File: config.mk
export PLATFORM = sky130hd
export DESIGN_NAME = brs_bus_reset_seq
export DESIGN_NICKNAME = d
export VERILOG_FILES = /design/src/brs_pkg.sv /design/src/brs_sync.sv /design/src/brs_bus_reset_seq.sv
export SDC_FILE = /design/constraint.sdc
export NUM_CORES = 1
export LEC_CHECK = 0
export BUFFER_PORTS_ARGS = -buffer_cell sky130_fd_sc_hd__buf_2
export CAP_MARGIN = 30
export CORE_ASPECT_RATIO = 1.75
export CORE_MARGIN = 5
export CORE_UTILIZATION = 25
export DETAILED_ROUTE_END_ITERATION = 12
export PLACE_DENSITY = 0.46
export SLEW_MARGIN = 20
export SYNTH_ARGS = -nofsm -noshare
export SYNTH_HDL_FRONTEND = slang
export SYNTH_SLANG_ARGS = --single-unit
File: constraint.sdc
create_clock -name core_clk_in -period 3.3 [get_ports core_clk_in]
set_input_delay 0.165 -clock core_clk_in [delete_from_list [all_inputs] [get_ports core_clk_in]]
set_output_delay 0.165 -clock core_clk_in [all_outputs]
set_load 0.02 [all_outputs]
File: src/brs_pkg.sv
// Constants and types shared by the bus reset and standby sequencer.
// Assumes a core clock at twice the system clock rate, so one bus state is two core cycles.
package brs_pkg;

   // ----------------------------------------------------------------
   // Timing
   // ----------------------------------------------------------------
   localparam int CORE_CLK_NS    = 50;
   localparam int CORE_PER_SYS   = 2;
   localparam int HW_STANDBY_N_LEAD_SYS  = 10;
   localparam int HW_STANDBY_N_LEAD_CYC  = HW_STANDBY_N_LEAD_SYS * CORE_PER_SYS;
   localparam int EXIT_LEAD_NS   = 100;
   localparam int EXIT_LEAD_CYC  = (EXIT_LEAD_NS + CORE_CLK_NS - 1) / CORE_CLK_NS;
   localparam int CNT_W          = 5;
   localparam logic [CNT_W-1:0] HW_STANDBY_N_LEAD_CNT = CNT_W'(HW_STANDBY_N_LEAD_CYC);
   localparam logic [CNT_W-1:0] EXIT_LEAD_CNT = CNT_W'(EXIT_LEAD_CYC);

   // ----------------------------------------------------------------
   // System clock phase: the high half, then the low half
   // ----------------------------------------------------------------
   localparam logic PH_HIGH = 1'b0;
   localparam logic PH_LOW  = 1'b1;

   // ----------------------------------------------------------------
   // Bus states
   // ----------------------------------------------------------------
   typedef enum logic [2:0] {
      ST_IDLE = 3'h0,
      ST_T1   = 3'h1,
      ST_T2   = 3'h3,
      ST_TW   = 3'h2,
      ST_T3   = 3'h6,
      ST_HOLD = 3'h7,
      ST_HALT = 3'h4,
      ST_HW_STANDBY_N = 3'h5
   } brs_state_t;

endpackage : brs_pkg

File: src/brs_sync.sv
// Two-flop synchroniser for a group of pin inputs.
// Assumes the inputs are asynchronous levels; each bit is caught on its own.
`timescale 1ns/1ps
module brs_sync #(
   parameter int               WIDTH = 1,
   parameter logic [WIDTH-1:0] INIT  = '0
) (
   // Clock and reset
   input  wire logic             core_clk_in,
   input  wire logic             rst_n_in,
   // Pins and synchronised copy
   input  wire logic [WIDTH-1:0] async_in,
   output logic      [WIDTH-1:0] sync_out
);

   logic [WIDTH-1:0] meta;

   // ----------------------------------------------------------------
   // Stages; the first is read by the second only
   // ----------------------------------------------------------------
   always_ff @(posedge core_clk_in)
   begin
      if (!rst_n_in)
      begin
         meta     <= INIT;
         sync_out <= INIT;
      end
      else
      begin
         meta     <= async_in;
         sync_out <= meta;
      end
   end

endmodule : brs_sync

File: src/brs_bus_reset_seq.sv
// External bus cycle engine with reset abort and hardware standby sequencing.
// Assumes the board drives chip_init_n and hw_standby_n asynchronously, and a user requests accesses.
`timescale 1ns/1ps
module brs_bus_reset_seq #(
   parameter int ADDR_W = 24,
   parameter int DATA_W = 16,
   parameter int WAIT_W = 2
) (
   // Clock and reset
   input  wire logic              core_clk_in,
   input  wire logic              rst_n_in,
   // Board control pins
   input  wire logic              chip_init_n_in,
   input  wire logic              hw_standby_n_in,
   input  wire logic              onchip_ram_enable_in,
   // Access request
   input  wire logic              req_in,
   input  wire logic              write_in,
   input  wire logic              upper_en_in,
   input  wire logic              lower_en_in,
   input  wire logic              two_state_in,
   input  wire logic [WAIT_W-1:0] wait_states_in,
   input  wire logic [ADDR_W-1:0] addr_in,
   input  wire logic [DATA_W-1:0] wdata_in,
   output logic                   busy_out,
   output logic                   done_out,
   output logic      [DATA_W-1:0] rdata_out,
   // External bus pins
   output logic                   sys_clk_out,
   output logic      [ADDR_W-1:0] addr_out,
   output logic                   addr_oe_out,
   output logic                   addr_strobe_n_out,
   output logic                   read_n_out,
   output logic                   upper_byte_write_n_out,
   output logic                   lower_byte_write_n_out,
   input  wire logic [DATA_W-1:0] data_in,
   output logic      [DATA_W-1:0] data_out,
   output logic                   data_oe_out,
   output logic                   port_oe_out,
   // Standby status
   output logic                   in_standby_out,
   output logic                   ram_retained_out,
   output logic                   standby_order_err_out
);

   // ----------------------------------------------------------------
   // Pin synchronisers
   // ----------------------------------------------------------------
   logic              init_s;
   logic              hw_standby_n_s;
   logic [DATA_W-1:0] data_s;

   brs_sync #(
      .WIDTH (DATA_W + 2),
      .INIT  ({2'h3, {DATA_W{1'b0}}})
   ) u_sync (
      .core_clk_in (core_clk_in),
      .rst_n_in    (rst_n_in),
      .async_in    ({chip_init_n_in, hw_standby_n_in, data_in}),
      .sync_out    ({init_s, hw_standby_n_s, data_s})
   );

   // ----------------------------------------------------------------
   // Strobe decode
   // ----------------------------------------------------------------
   // Returns {address strobe, read strobe, write strobe} active high
   function automatic logic [2:0] brs_strobes(input brs_pkg::brs_state_t s, input logic ph, input logic wr);
      logic as_on;
      as_on = ((s == brs_pkg::ST_T1) && (ph == brs_pkg::PH_LOW)) ||
              (s == brs_pkg::ST_T2) || (s == brs_pkg::ST_TW) || (s == brs_pkg::ST_T3);
      return {as_on, as_on & ~wr, wr & as_on & (s != brs_pkg::ST_T1)};
   endfunction : brs_strobes

   // ----------------------------------------------------------------
   // State
   // ----------------------------------------------------------------
   brs_pkg::brs_state_t     state, next_state;
   logic                    ph, next_ph;
   logic                    wr, next_wr;
   logic                    two, next_two;
   logic                    upper, next_upper;
   logic                    lower, next_lower;
   logic [WAIT_W-1:0]       wait_cnt, next_wait_cnt;
   logic [brs_pkg::CNT_W-1:0] init_cnt, next_init_cnt;
   logic [brs_pkg::CNT_W-1:0] exit_cnt, next_exit_cnt;
   logic                    next_busy, next_done, next_addr_oe, next_data_oe, next_port_oe;
   logic                    next_as_n, next_rd_n, next_uw_n, next_lw_n;
   logic                    next_hw_standby_n, next_retained, next_err;
   logic [ADDR_W-1:0]       next_addr;
   logic [DATA_W-1:0]       next_data, next_rdata;
   logic [2:0]              strb;
   logic                    cut_early;
   logic                    cut_late;

   // Access states in which the address must go low half a state after the sample
   assign cut_early = (state == brs_pkg::ST_T1) || (state == brs_pkg::ST_TW) ||
                      ((state == brs_pkg::ST_T2) && !two);
   // Final states, whose address stays until the state ends
   assign cut_late  = (state == brs_pkg::ST_T3) || ((state == brs_pkg::ST_T2) && two);

   always_comb
   begin
      next_state    = state;
      next_ph       = ~ph;
      next_wr       = wr;
      next_two      = two;
      next_upper    = upper;
      next_lower    = lower;
      next_wait_cnt = wait_cnt;
      next_addr     = addr_out;
      next_addr_oe  = addr_oe_out;
      next_data     = data_out;
      next_data_oe  = data_oe_out;
      next_port_oe  = 1'b1;
      next_rdata    = rdata_out;
      next_done     = 1'b0;
      next_retained = ram_retained_out;
      next_err      = standby_order_err_out;
      next_init_cnt = init_s ? '0 : ((init_cnt == brs_pkg::HW_STANDBY_N_LEAD_CNT) ? init_cnt : init_cnt + 1'b1);
      next_exit_cnt = '0;
      strb          = 3'h0;
      if (!hw_standby_n_s)
      begin
         // Standby floats the address, data and port pins; the RAM keeps its contents only after a proper reset lead
         if (state != brs_pkg::ST_HW_STANDBY_N)
         begin
            next_retained = onchip_ram_enable_in && (init_cnt == brs_pkg::HW_STANDBY_N_LEAD_CNT);
            next_err      = 1'b0;
         end
         next_state    = brs_pkg::ST_HW_STANDBY_N;
         next_addr     = '0;
         next_addr_oe  = 1'b0;
         next_data_oe  = 1'b0;
         next_port_oe  = 1'b0;
         next_exit_cnt = (!init_s && exit_cnt != brs_pkg::EXIT_LEAD_CNT) ? exit_cnt + 1'b1 : exit_cnt;
         if (init_s)
            next_exit_cnt = '0;
      end
      else if (state == brs_pkg::ST_HW_STANDBY_N)
      begin
         // Leaving standby without the reset lead is reported, the bus still restarts cleanly
         next_err     = !(exit_cnt == brs_pkg::EXIT_LEAD_CNT && !init_s);
         next_state   = brs_pkg::ST_HALT;
         next_port_oe = 1'b0;
      end
      else if (!init_s)
      begin
         // Pins let go at once; only the address waits for the sampled edge
         next_port_oe = 1'b0;
         next_data_oe = 1'b0;
         if (ph == brs_pkg::PH_HIGH)
         begin
            if (cut_late)
               next_state = brs_pkg::ST_HOLD;
            else
               next_state = brs_pkg::ST_HALT;
            if (cut_early || state == brs_pkg::ST_IDLE || state == brs_pkg::ST_HALT)
               next_addr_oe = 1'b1;
         end
         if (state == brs_pkg::ST_HALT)
            next_addr = '0;
         if (state == brs_pkg::ST_HOLD && ph == brs_pkg::PH_LOW)
         begin
            next_addr  = '0;
            next_state = brs_pkg::ST_HALT;
         end
      end
      else
      begin
         case (state)
            brs_pkg::ST_IDLE:
               if (req_in && ph == brs_pkg::PH_LOW)
               begin
                  next_state    = brs_pkg::ST_T1;
                  next_wr       = write_in;
                  next_two      = two_state_in;
                  next_upper    = upper_en_in;
                  next_lower    = lower_en_in;
                  next_wait_cnt = wait_states_in;
                  next_addr     = addr_in;
                  next_addr_oe  = 1'b1;
                  next_data     = wdata_in;
                  next_data_oe  = write_in;
               end
            brs_pkg::ST_T1:
               if (ph == brs_pkg::PH_LOW)
                  next_state = brs_pkg::ST_T2;
            brs_pkg::ST_T2, brs_pkg::ST_TW, brs_pkg::ST_T3:
               if (ph == brs_pkg::PH_LOW)
               begin
                  if (state == brs_pkg::ST_T3 || (state == brs_pkg::ST_T2 && two))
                  begin
                     next_state   = brs_pkg::ST_IDLE;
                     next_done    = 1'b1;
                     next_data_oe = 1'b0;
                     if (!wr)
                        next_rdata = data_s;
                  end
                  else if (wait_cnt != '0)
                  begin
                     next_state    = brs_pkg::ST_TW;
                     next_wait_cnt = wait_cnt - 1'b1;
                  end
                  else
                     next_state = brs_pkg::ST_T3;
               end
            brs_pkg::ST_HALT, brs_pkg::ST_HOLD:
               if (ph == brs_pkg::PH_LOW)
                  next_state = brs_pkg::ST_IDLE;
            default:
               next_state = brs_pkg::ST_IDLE;
         endcase
         strb = brs_strobes(next_state, next_ph, next_wr);
      end
      // Strobes stay high in every abort path since strb is only set by a live access
      next_as_n = ~strb[2];
      next_rd_n = ~strb[1];
      next_uw_n = ~(strb[0] & next_upper);
      next_lw_n = ~(strb[0] & next_lower);
      next_busy = (next_state != brs_pkg::ST_IDLE);
      next_hw_standby_n = (next_state == brs_pkg::ST_HW_STANDBY_N);
   end

   always_ff @(posedge core_clk_in)
   begin
      if (!rst_n_in)
      begin
         state                  <= brs_pkg::ST_IDLE;
         ph                     <= brs_pkg::PH_HIGH;
         wr                     <= 1'b0;
         two                    <= 1'b0;
         upper                  <= 1'b0;
         lower                  <= 1'b0;
         wait_cnt               <= '0;
         init_cnt               <= '0;
         exit_cnt               <= '0;
         busy_out               <= 1'b0;
         done_out               <= 1'b0;
         rdata_out              <= '0;
         sys_clk_out            <= 1'b1;
         addr_out               <= '0;
         addr_oe_out            <= 1'b0;
         addr_strobe_n_out      <= 1'b1;
         read_n_out             <= 1'b1;
         upper_byte_write_n_out <= 1'b1;
         lower_byte_write_n_out <= 1'b1;
         data_out               <= '0;
         data_oe_out            <= 1'b0;
         port_oe_out            <= 1'b0;
         in_standby_out         <= 1'b0;
         ram_retained_out       <= 1'b0;
         standby_order_err_out  <= 1'b0;
      end
      else
      begin
         state                  <= next_state;
         ph                     <= next_ph;
         wr                     <= next_wr;
         two                    <= next_two;
         upper                  <= next_upper;
         lower                  <= next_lower;
         wait_cnt               <= next_wait_cnt;
         init_cnt               <= next_init_cnt;
         exit_cnt               <= next_exit_cnt;
         busy_out               <= next_busy;
         done_out               <= next_done;
         rdata_out              <= next_rdata;
         sys_clk_out            <= (next_ph == brs_pkg::PH_HIGH);
         addr_out               <= next_addr;
         addr_oe_out            <= next_addr_oe;
         addr_strobe_n_out      <= next_as_n;
         read_n_out             <= next_rd_n;
         upper_byte_write_n_out <= next_uw_n;
         lower_byte_write_n_out <= next_lw_n;
         data_out               <= next_data;
         data_oe_out            <= next_data_oe;
         port_oe_out            <= next_port_oe;
         in_standby_out         <= next_hw_standby_n;
         ram_retained_out       <= next_retained;
         standby_order_err_out  <= next_err;
      end
   end

   // ----------------------------------------------------------------
   // Checks
   // ----------------------------------------------------------------
   a_ports_input: assert property (@(posedge core_clk_in) disable iff (!rst_n_in)
      !init_s |=> !port_oe_out) else $error("ports not input under reset");
   a_strobes_idle: assert property (@(posedge core_clk_in) disable iff (!rst_n_in)
      !init_s |=> (addr_strobe_n_out && read_n_out && upper_byte_write_n_out &&
                   lower_byte_write_n_out && !data_oe_out)) else $error("strobe or data active under reset");
   a_addr_early: assert property (@(posedge core_clk_in) disable iff (!rst_n_in)
      (hw_standby_n_s && !init_s && ph == brs_pkg::PH_HIGH && (state == brs_pkg::ST_T1 ||
       (state == brs_pkg::ST_T2 && !two))) |=> ##1 (addr_out == '0)) else $error("address not low after sample");
   a_sample_edge: assert property (@(posedge core_clk_in) disable iff (!rst_n_in)
      (hw_standby_n_s && !init_s && ph == brs_pkg::PH_LOW && (state == brs_pkg::ST_T1 || state == brs_pkg::ST_T3))
      |=> (state == $past(state))) else $error("reset taken off the falling edge");
   a_wait_clear: assert property (@(posedge core_clk_in) disable iff (!rst_n_in)
      (hw_standby_n_s && !init_s && ph == brs_pkg::PH_HIGH && state == brs_pkg::ST_TW)
      |=> state == brs_pkg::ST_HALT ##1 (addr_out == '0)) else $error("wait state reset timing wrong");
   a_addr_hold: assert property (@(posedge core_clk_in) disable iff (!rst_n_in)
      (hw_standby_n_s && !init_s && ph == brs_pkg::PH_HIGH && state == brs_pkg::ST_T3)
      |=> (state == brs_pkg::ST_HOLD && addr_out == $past(addr_out))) else $error("address not held in third state");
   a_two_hold: assert property (@(posedge core_clk_in) disable iff (!rst_n_in)
      (hw_standby_n_s && !init_s && ph == brs_pkg::PH_HIGH && state == brs_pkg::ST_T2 && two)
      |=> (state == brs_pkg::ST_HOLD && addr_out == $past(addr_out))) else $error("two-state address not held");
   a_no_strobe: assert property (@(posedge core_clk_in) disable iff (!rst_n_in)
      (state == brs_pkg::ST_HALT || state == brs_pkg::ST_HOLD) |=>
      (addr_strobe_n_out && read_n_out && upper_byte_write_n_out && lower_byte_write_n_out))
      else $error("strobe after abandoned access");

endmodule : brs_bus_reset_seq

# After elaboration in Yosys (flattened, before gate mapping)
# Index checks and enable logic that the tools add are counted.
# word_totals
ff_bits,125
in_bits,68
output_inout_bits,69
# op_classes
add_sub_neg,3
n_eq_ne,29
mux,59
n_bitwise,17
n_reduce_logical,42
# ops
cell,count
two-way mux 24 bit,5
two-way mux 3 bit,17
two-way mux 1 bit,29
== test 3 bit (second input constant),6
!= test 3 bit (second input constant),5
AND reduction 5 bit,3
== test 3 x 2 -> 1 bit (second input constant),4
!= test 2 bit (second input constant),6
NOT 1 bit,12
case mux 3 bit (4 select lines),1
adder 5 x 1 -> 5 bit (second input constant),2
two-way mux 2 bit,5
OR reduction 3 bit,3
logical AND 1 bit,8
logical OR 1 bit,8
AND reduction 8 bit,1
nonzero test 2 bit,4
AND reduction 7 bit,1
== test 3 x 1 -> 1 bit (second input constant),2
AND reduction 2 bit,3
nonzero test 3 bit,2
OR reduction 6 bit,1
AND 1 bit,5
== test 5 x 2 -> 1 bit (second input constant),1
12 further kinds,16

# Logic depth before layout (Yosys ltp)
# depth
ltp_word,21
depth_mapped,9

# By module
# Synthesis repeated with hierarchy kept, for this count alone.
# hier_totals
cells_unflattened,512
area_unflattened_um2,4804.6
# by_module_without_submodules
module,instances,cells_per_inst,area_per_inst_um2,seq_area_each_um2
brs_bus_reset_seq,1,437,3806.2,1781.7
brs_sync,1,75,998.5,720.7

# Least setup slack after synthesis
# No wires, ideal clock.
# synth_timing
path_type,flip-flop to flip-flop
startpoint,register state[0]
endpoint,register rdata_out[0]
setup_ns,0.124
arrival_ns,1.599
required_time_ns,3.176
setup_slack_ns,1.576
stages_incl_launch_ff,9
path_buffers,3
synth_period_minus_slack_ns,1.724
path_cell_list,dfxtp_1 clkbuf_4 and3b_1 o211ai_2 or3_1 buf_6 buf_12 mux2i_1 nor2_1
# synth_between
elab_chain_cells,4
word_cells_on_any_way,9
# synth_rtl
item,line_no,source
from (decl),brs_bus_reset_seq.sv:77,"brs_pkg::brs_state_t state, next_state;"
from (signal assigned),brs_bus_reset_seq.sv:228,state <= brs_pkg::ST_IDLE;
from (signal assigned),brs_bus_reset_seq.sv:256,state <= next_state;
== test 3 x 2 -> 1 bit,"brs_bus_reset_seq.sv:170, brs_bus_reset_seq.sv:191",
logical AND 1 bit,brs_bus_reset_seq.sv:191,if (state == brs_pkg::ST_T3 || (state == brs_pkg::ST_T2 && two))
logical OR 1 bit,brs_bus_reset_seq.sv:191,
AND reduction 7 bit (no line) (*),n/a,
to (signal assigned),brs_bus_reset_seq.sv:267,rdata_out <= next_rdata;
to (decl),brs_bus_reset_seq.sv:27,"output logic [DATA_W-1:0] rdata_out,"
# Every way passes the cells marked *; elsewhere a longest branch is shown, timed or not.
# A chain may end at the register's enable or synchronous reset.

# Worst setup path in the final report
# layout_timing
startpoint,register ph
endpoint,register upper_byte_write_n_out
# layout_between
elab_chain_cells,18
word_cells_on_any_way,36
# layout_rtl
item,line_no,source
from (decl),brs_bus_reset_seq.sv:78,"logic ph, next_ph;"
from (signal assigned),brs_bus_reset_seq.sv:229,ph <= brs_pkg::PH_HIGH;
from (signal assigned),brs_bus_reset_seq.sv:257,ph <= next_ph;
logical AND 1 bit,brs_bus_reset_seq.sv:172,if (req_in && ph == brs_pkg::PH_LOW)
two-way mux 3 bit,brs_bus_reset_seq.sv:172,
case mux 3 bit (4 select lines),brs_bus_reset_seq.sv:170,case (state)
two-way mux 3 bit,brs_bus_reset_seq.sv:146,else if (!init_s)
two-way mux 3 bit,brs_bus_reset_seq.sv:139,else if (state == brs_pkg::ST_HW_STANDBY_N)
two-way mux 3 bit,brs_bus_reset_seq.sv:122,if (!hw_standby_n_s)
== test 3 x 1 -> 1 bit,brs_bus_reset_seq.sv:69,as_on = ((s == brs_pkg::ST_T1) && (ph == brs_pkg::PH_LOW)) ||
logical AND 1 bit,brs_bus_reset_seq.sv:69,
logical OR 1 bit,brs_bus_reset_seq.sv:69,
logical OR 1 bit (2 in series),brs_bus_reset_seq.sv:70,(s == brs_pkg::ST_T2) || (s == brs_pkg::ST_TW) || (s == brs_pkg::ST_T3);
AND 1 bit (2 in series),brs_bus_reset_seq.sv:71,"return {as_on, as_on & ~wr, wr & as_on & (s != brs_pkg::ST_T1)};"
two-way mux 3 bit,brs_bus_reset_seq.sv:146,
two-way mux 3 bit,brs_bus_reset_seq.sv:139,
two-way mux 3 bit,brs_bus_reset_seq.sv:122,
AND 1 bit (*),brs_bus_reset_seq.sv:218,next_uw_n = ~(strb[0] & next_upper);
NOT 1 bit (*),brs_bus_reset_seq.sv:218,
to (signal assigned),brs_bus_reset_seq.sv:273,upper_byte_write_n_out <= next_uw_n;
to (decl),brs_bus_reset_seq.sv:34,"output logic upper_byte_write_n_out,"
# Every way passes the cells marked *; elsewhere a longest branch is shown, timed or not. The select of a mux whose other input is x is not followed.

==> results.rst <==
.. list-table::
   :header-rows: 1

   * - Metric
     - Value
   * - Run status
     - completed
   * - Hold-critical path depth
     - 3
   * - P&R area growth vs syn
     - 40.9%
   * - H-tree levels
     - 4
   * - Sequential area share after synthesis
     - 0.549
   * - Count of synthesis-stage warnings from yosys
     - 0
   * - Clock tree root driver cell
     - clkbuf_16
   * - Congestion Overflow GR
     - 0
   * - Critical path required time
     - 3.56 ns
   * - Wire length of the first global-routing pass
     - 20200 um
   * - Leakage power summed over all cells
     - 2.91 nW
   * - Post-Route Skew
     - 0.0102 ns
   * - Nature of the critical path endpoint
     - flip-flop
   * - Min Hold Slack
     - 0.0205 ns
   * - Most used standard cells in the synthesized netlist
     - dfxtp_1, nor2_1, nand2_1
   * - Top_reg_cell synth
     - dfxtp_1
   * - Shortest clock period the worst path allows after layout
     - 2.21 ns
   * - Largest net degree at the start of global routing
     - 28
   * - Tightest Pin Transition
     - 0.703 ns
   * - Post-CTS Resized
     - 0
   * - Clock edge transition at the registers on the reported setup and hold paths
     - 0.06 ns
   * - Start point of the worst min-delay path
     - wdata_in[7]
   * - Floorplan core area
     - 18000 um^2
   * - Sequential Power Share
     - 0.443
   * - Post-synthesis async set-or-reset flop share
     - 0
   * - Netlist area before placement
     - 4550 um^2
   * - EDFF count, synth
     - 0
   * - Half-perimeter wire length of the detailed placement result
     - 8690 um
   * - Worst Path Arrival
     - 2.47 ns
   * - Most frequently used cell type in the post-synthesis netlist
     - dfxtp_1
   * - Synth top area cells
     - dfxtp_1, mux2i_1, nor2_1
   * - Initial Util
     - 0.253
   * - Die boundary height
     - 189 um
   * - Clock tree from TritonCTS
     - yes
   * - Number of placed I/O pins
     - 137
   * - Clk Latency, worst-skew pair
     - 0.40 ns
   * - Hold Path Class
     - in -> reg
   * - Count of endpoints failing setup in the final report
     - 0
   * - Placer Congestion
     - 0.818
   * - Worst reg2reg path startpoint
     - ph
   * - CP Launch Type
     - flip-flop
   * - Syn avg cell area
     - 9.65 um^2
   * - Setup Fix Bufs, Post-CTS
     - 0
   * - Post-synthesis cell count
     - 472
   * - Yosys reg bits
     - 125
   * - Worst IR drop on VDD
     - 0.241 mV
   * - Area share of the leading cell type in the synthesized netlist
     - 0.549
   * - Count of buffers inserted at the top-level ports
     - 136
   * - Max Root-Sink Buffers
     - 2
   * - Power dissipated by switching net loads
     - 0.000876 W
   * - Number of buffers inserted during clock tree synthesis
     - 17
   * - Number of DRC violations after detailed-routing iteration 0
     - 176
   * - Proportion of total power due to net switching
     - 0.242
   * - Vias per cell
     - 4.35
   * - Clock tree sinks
     - 125
   * - Accumulated negative setup slack
     - 0 ns
   * - Maximum operating frequency
     - 0.453 GHz
   * - Library cell occupying the most area in the post-synthesis netlist
     - dfxtp_1
   * - Count of distinct cell types in the synthesized netlist
     - 52
   * - Hold-fix buffers, CTS
     - 46
   * - Placement row count
     - 65
   * - Worst Path Class, Setup
     - reg -> reg
   * - Vias in the first global route
     - 4036
   * - Die Wd
     - 112 um
   * - WL per Instance
     - 13.6 um
   * - Unrepaired setup endpoints after global routing
     - false
   * - Total Nets Final
     - 729
   * - Count of vias placed by the detailed router
     - 3918
   * - Power per standard cell area
     - 563 nW/um^2
   * - Clock share of power
     - 0.468
   * - Max-slew violations
     - 0
   * - Worst rel slew slack
     - 0.519
   * - Pre-Repair DR Iteration Count
     - 5
   * - Beginning of the critical path
     - ph
   * - Remaining design rule violation count
     - 0
   * - Max-cap violations
     - 0
   * - Number of hold violations in the final report
     - 0
   * - Share of layout cells above drive strength 1
     - 0.272
   * - Combinational Power Share
     - 0.089
   * - Portion of the clock cycle consumed by the worst path in the final layout
     - 0.669
   * - P_int
     - 0.00274 W
   * - Die area
     - 21100 um^2
   * - ANT nets after route
     - 0
   * - Number of cells on the worst reg-to-reg path
     - 5
   * - Antenna violations before repair
     - 1
   * - Syn Nets
     - 547
   * - Crit Path Max Fanout
     - 15
   * - Final wirelength
     - 12300 um
   * - All-Layer GR Usage
     - 0.119
## through the flow
step / util / worst slack (ns) / instance area (um^2) / std cells / total power, W
floorplan: - / 1.58 / 4550 / 472 / 0.00181
global placement: 0.302 / 1.08 / 5420 / 823 / 0.00191
detailed placement: 0.302 / 1.03 / 5420 / 823 / 0.00192
CTS: 0.357 / 0.995 / 6420 / 899 / 0.00369
global route: 0.357 / 0.827 / 6420 / 900 / 0.00379
finish: 0.357 / 1.09 / 6420 / 900 / 0.00362
## metal layers
| metal | share of wire | GRT usage | up-vias |
|---|---|---|---|
| li1 | - | - | 1947 |
| met1 | 0.37 | 0.119 | 1845 |
| met2 | 0.54 | 0.218 | 102 |
| met3 | 0.050 | 0.0328 | 24 |
| met4 | 0.034 | 0.0662 | 0 |
| met5 | 0 | 0 | - |
## area by class of cell
cell class              instances  area, um^2
repair buffers                190        1200
fillers                      1810       11600
clock inverters                10        96.3
multi-input cells             303        1820
clock buffers                  20         437
flip-flops and latches        125        2500
inverters                      17        63.8
well taps                     234         293
diodes                          1        2.50
## path summary, 6_finish.rpt
path                                               end  slack (ns)
worst min-delay path                       data_out[7]        0.02
worst max-delay path            upper_byte_write_n_out        1.09
worst min register to register     u_sync.sync_out[11]        0.42
worst max register to register  upper_byte_write_n_out        1.09
## cell usage in the layout, fill, tap and decap left out, drive strengths merged, types with 4 or more instances in the layout
cell,netlist,layout
buf,13,144
dfxtp,125,125
nor2,63,63
nand2,54,54
dlygate4sd3,0,46
and2,32,32
a21oi,32,32
a22oi,24,24
mux2i,23,23
clkbuf,13,20
inv,15,15
clkinv,2,10
nand3,9,9
ha,7,7
nand2b,5,5
nor3,5,5
o21ai,4,4
o211ai,4,4
## critical path: stages, from the launching register on
cell       delay (ns)
dfxtp_1          0.61
nor2b_1          0.32
nand4_1          0.21
mux2i_1          0.19
a2111oi_0        0.64
nand2_1          0.10
## logic make-up (layout without fill, tap and decap cells)
group           count (synthesis)  after routing  synth area share
flops                         125            125             0.549
compound gates                 77             77             0.111
fa+ha+maj                       7              7            0.0192
buf+inv                        44            237            0.0511
other cells                     0              1                 0
xor+xnor                        6              6            0.0115
mux                            23             23            0.0505
simple gates                  190            190             0.207
## state kept, by name (all words and copies together) (netlist names), 2 cells and up
register / count
exit_cnt: 5
addr_out: 24
rdata_out: 16
u_sync.meta: 18
data_out: 16
wait_cnt: 2
u_sync.sync_out: 18
init_cnt: 5
state: 3
## power groups by stage
stage                     Combinational [W]  Sequential (W)  Clock [W]
after CTS                          0.000326         0.00160    0.00176
after global routing               0.000356         0.00161    0.00182
after detailed placement           0.000282         0.00163          0
after floorplan                    0.000156         0.00165          0
after global placement             0.000278         0.00163          0
final                              0.000321         0.00160    0.00169
(Power assumes the default switching activity.)
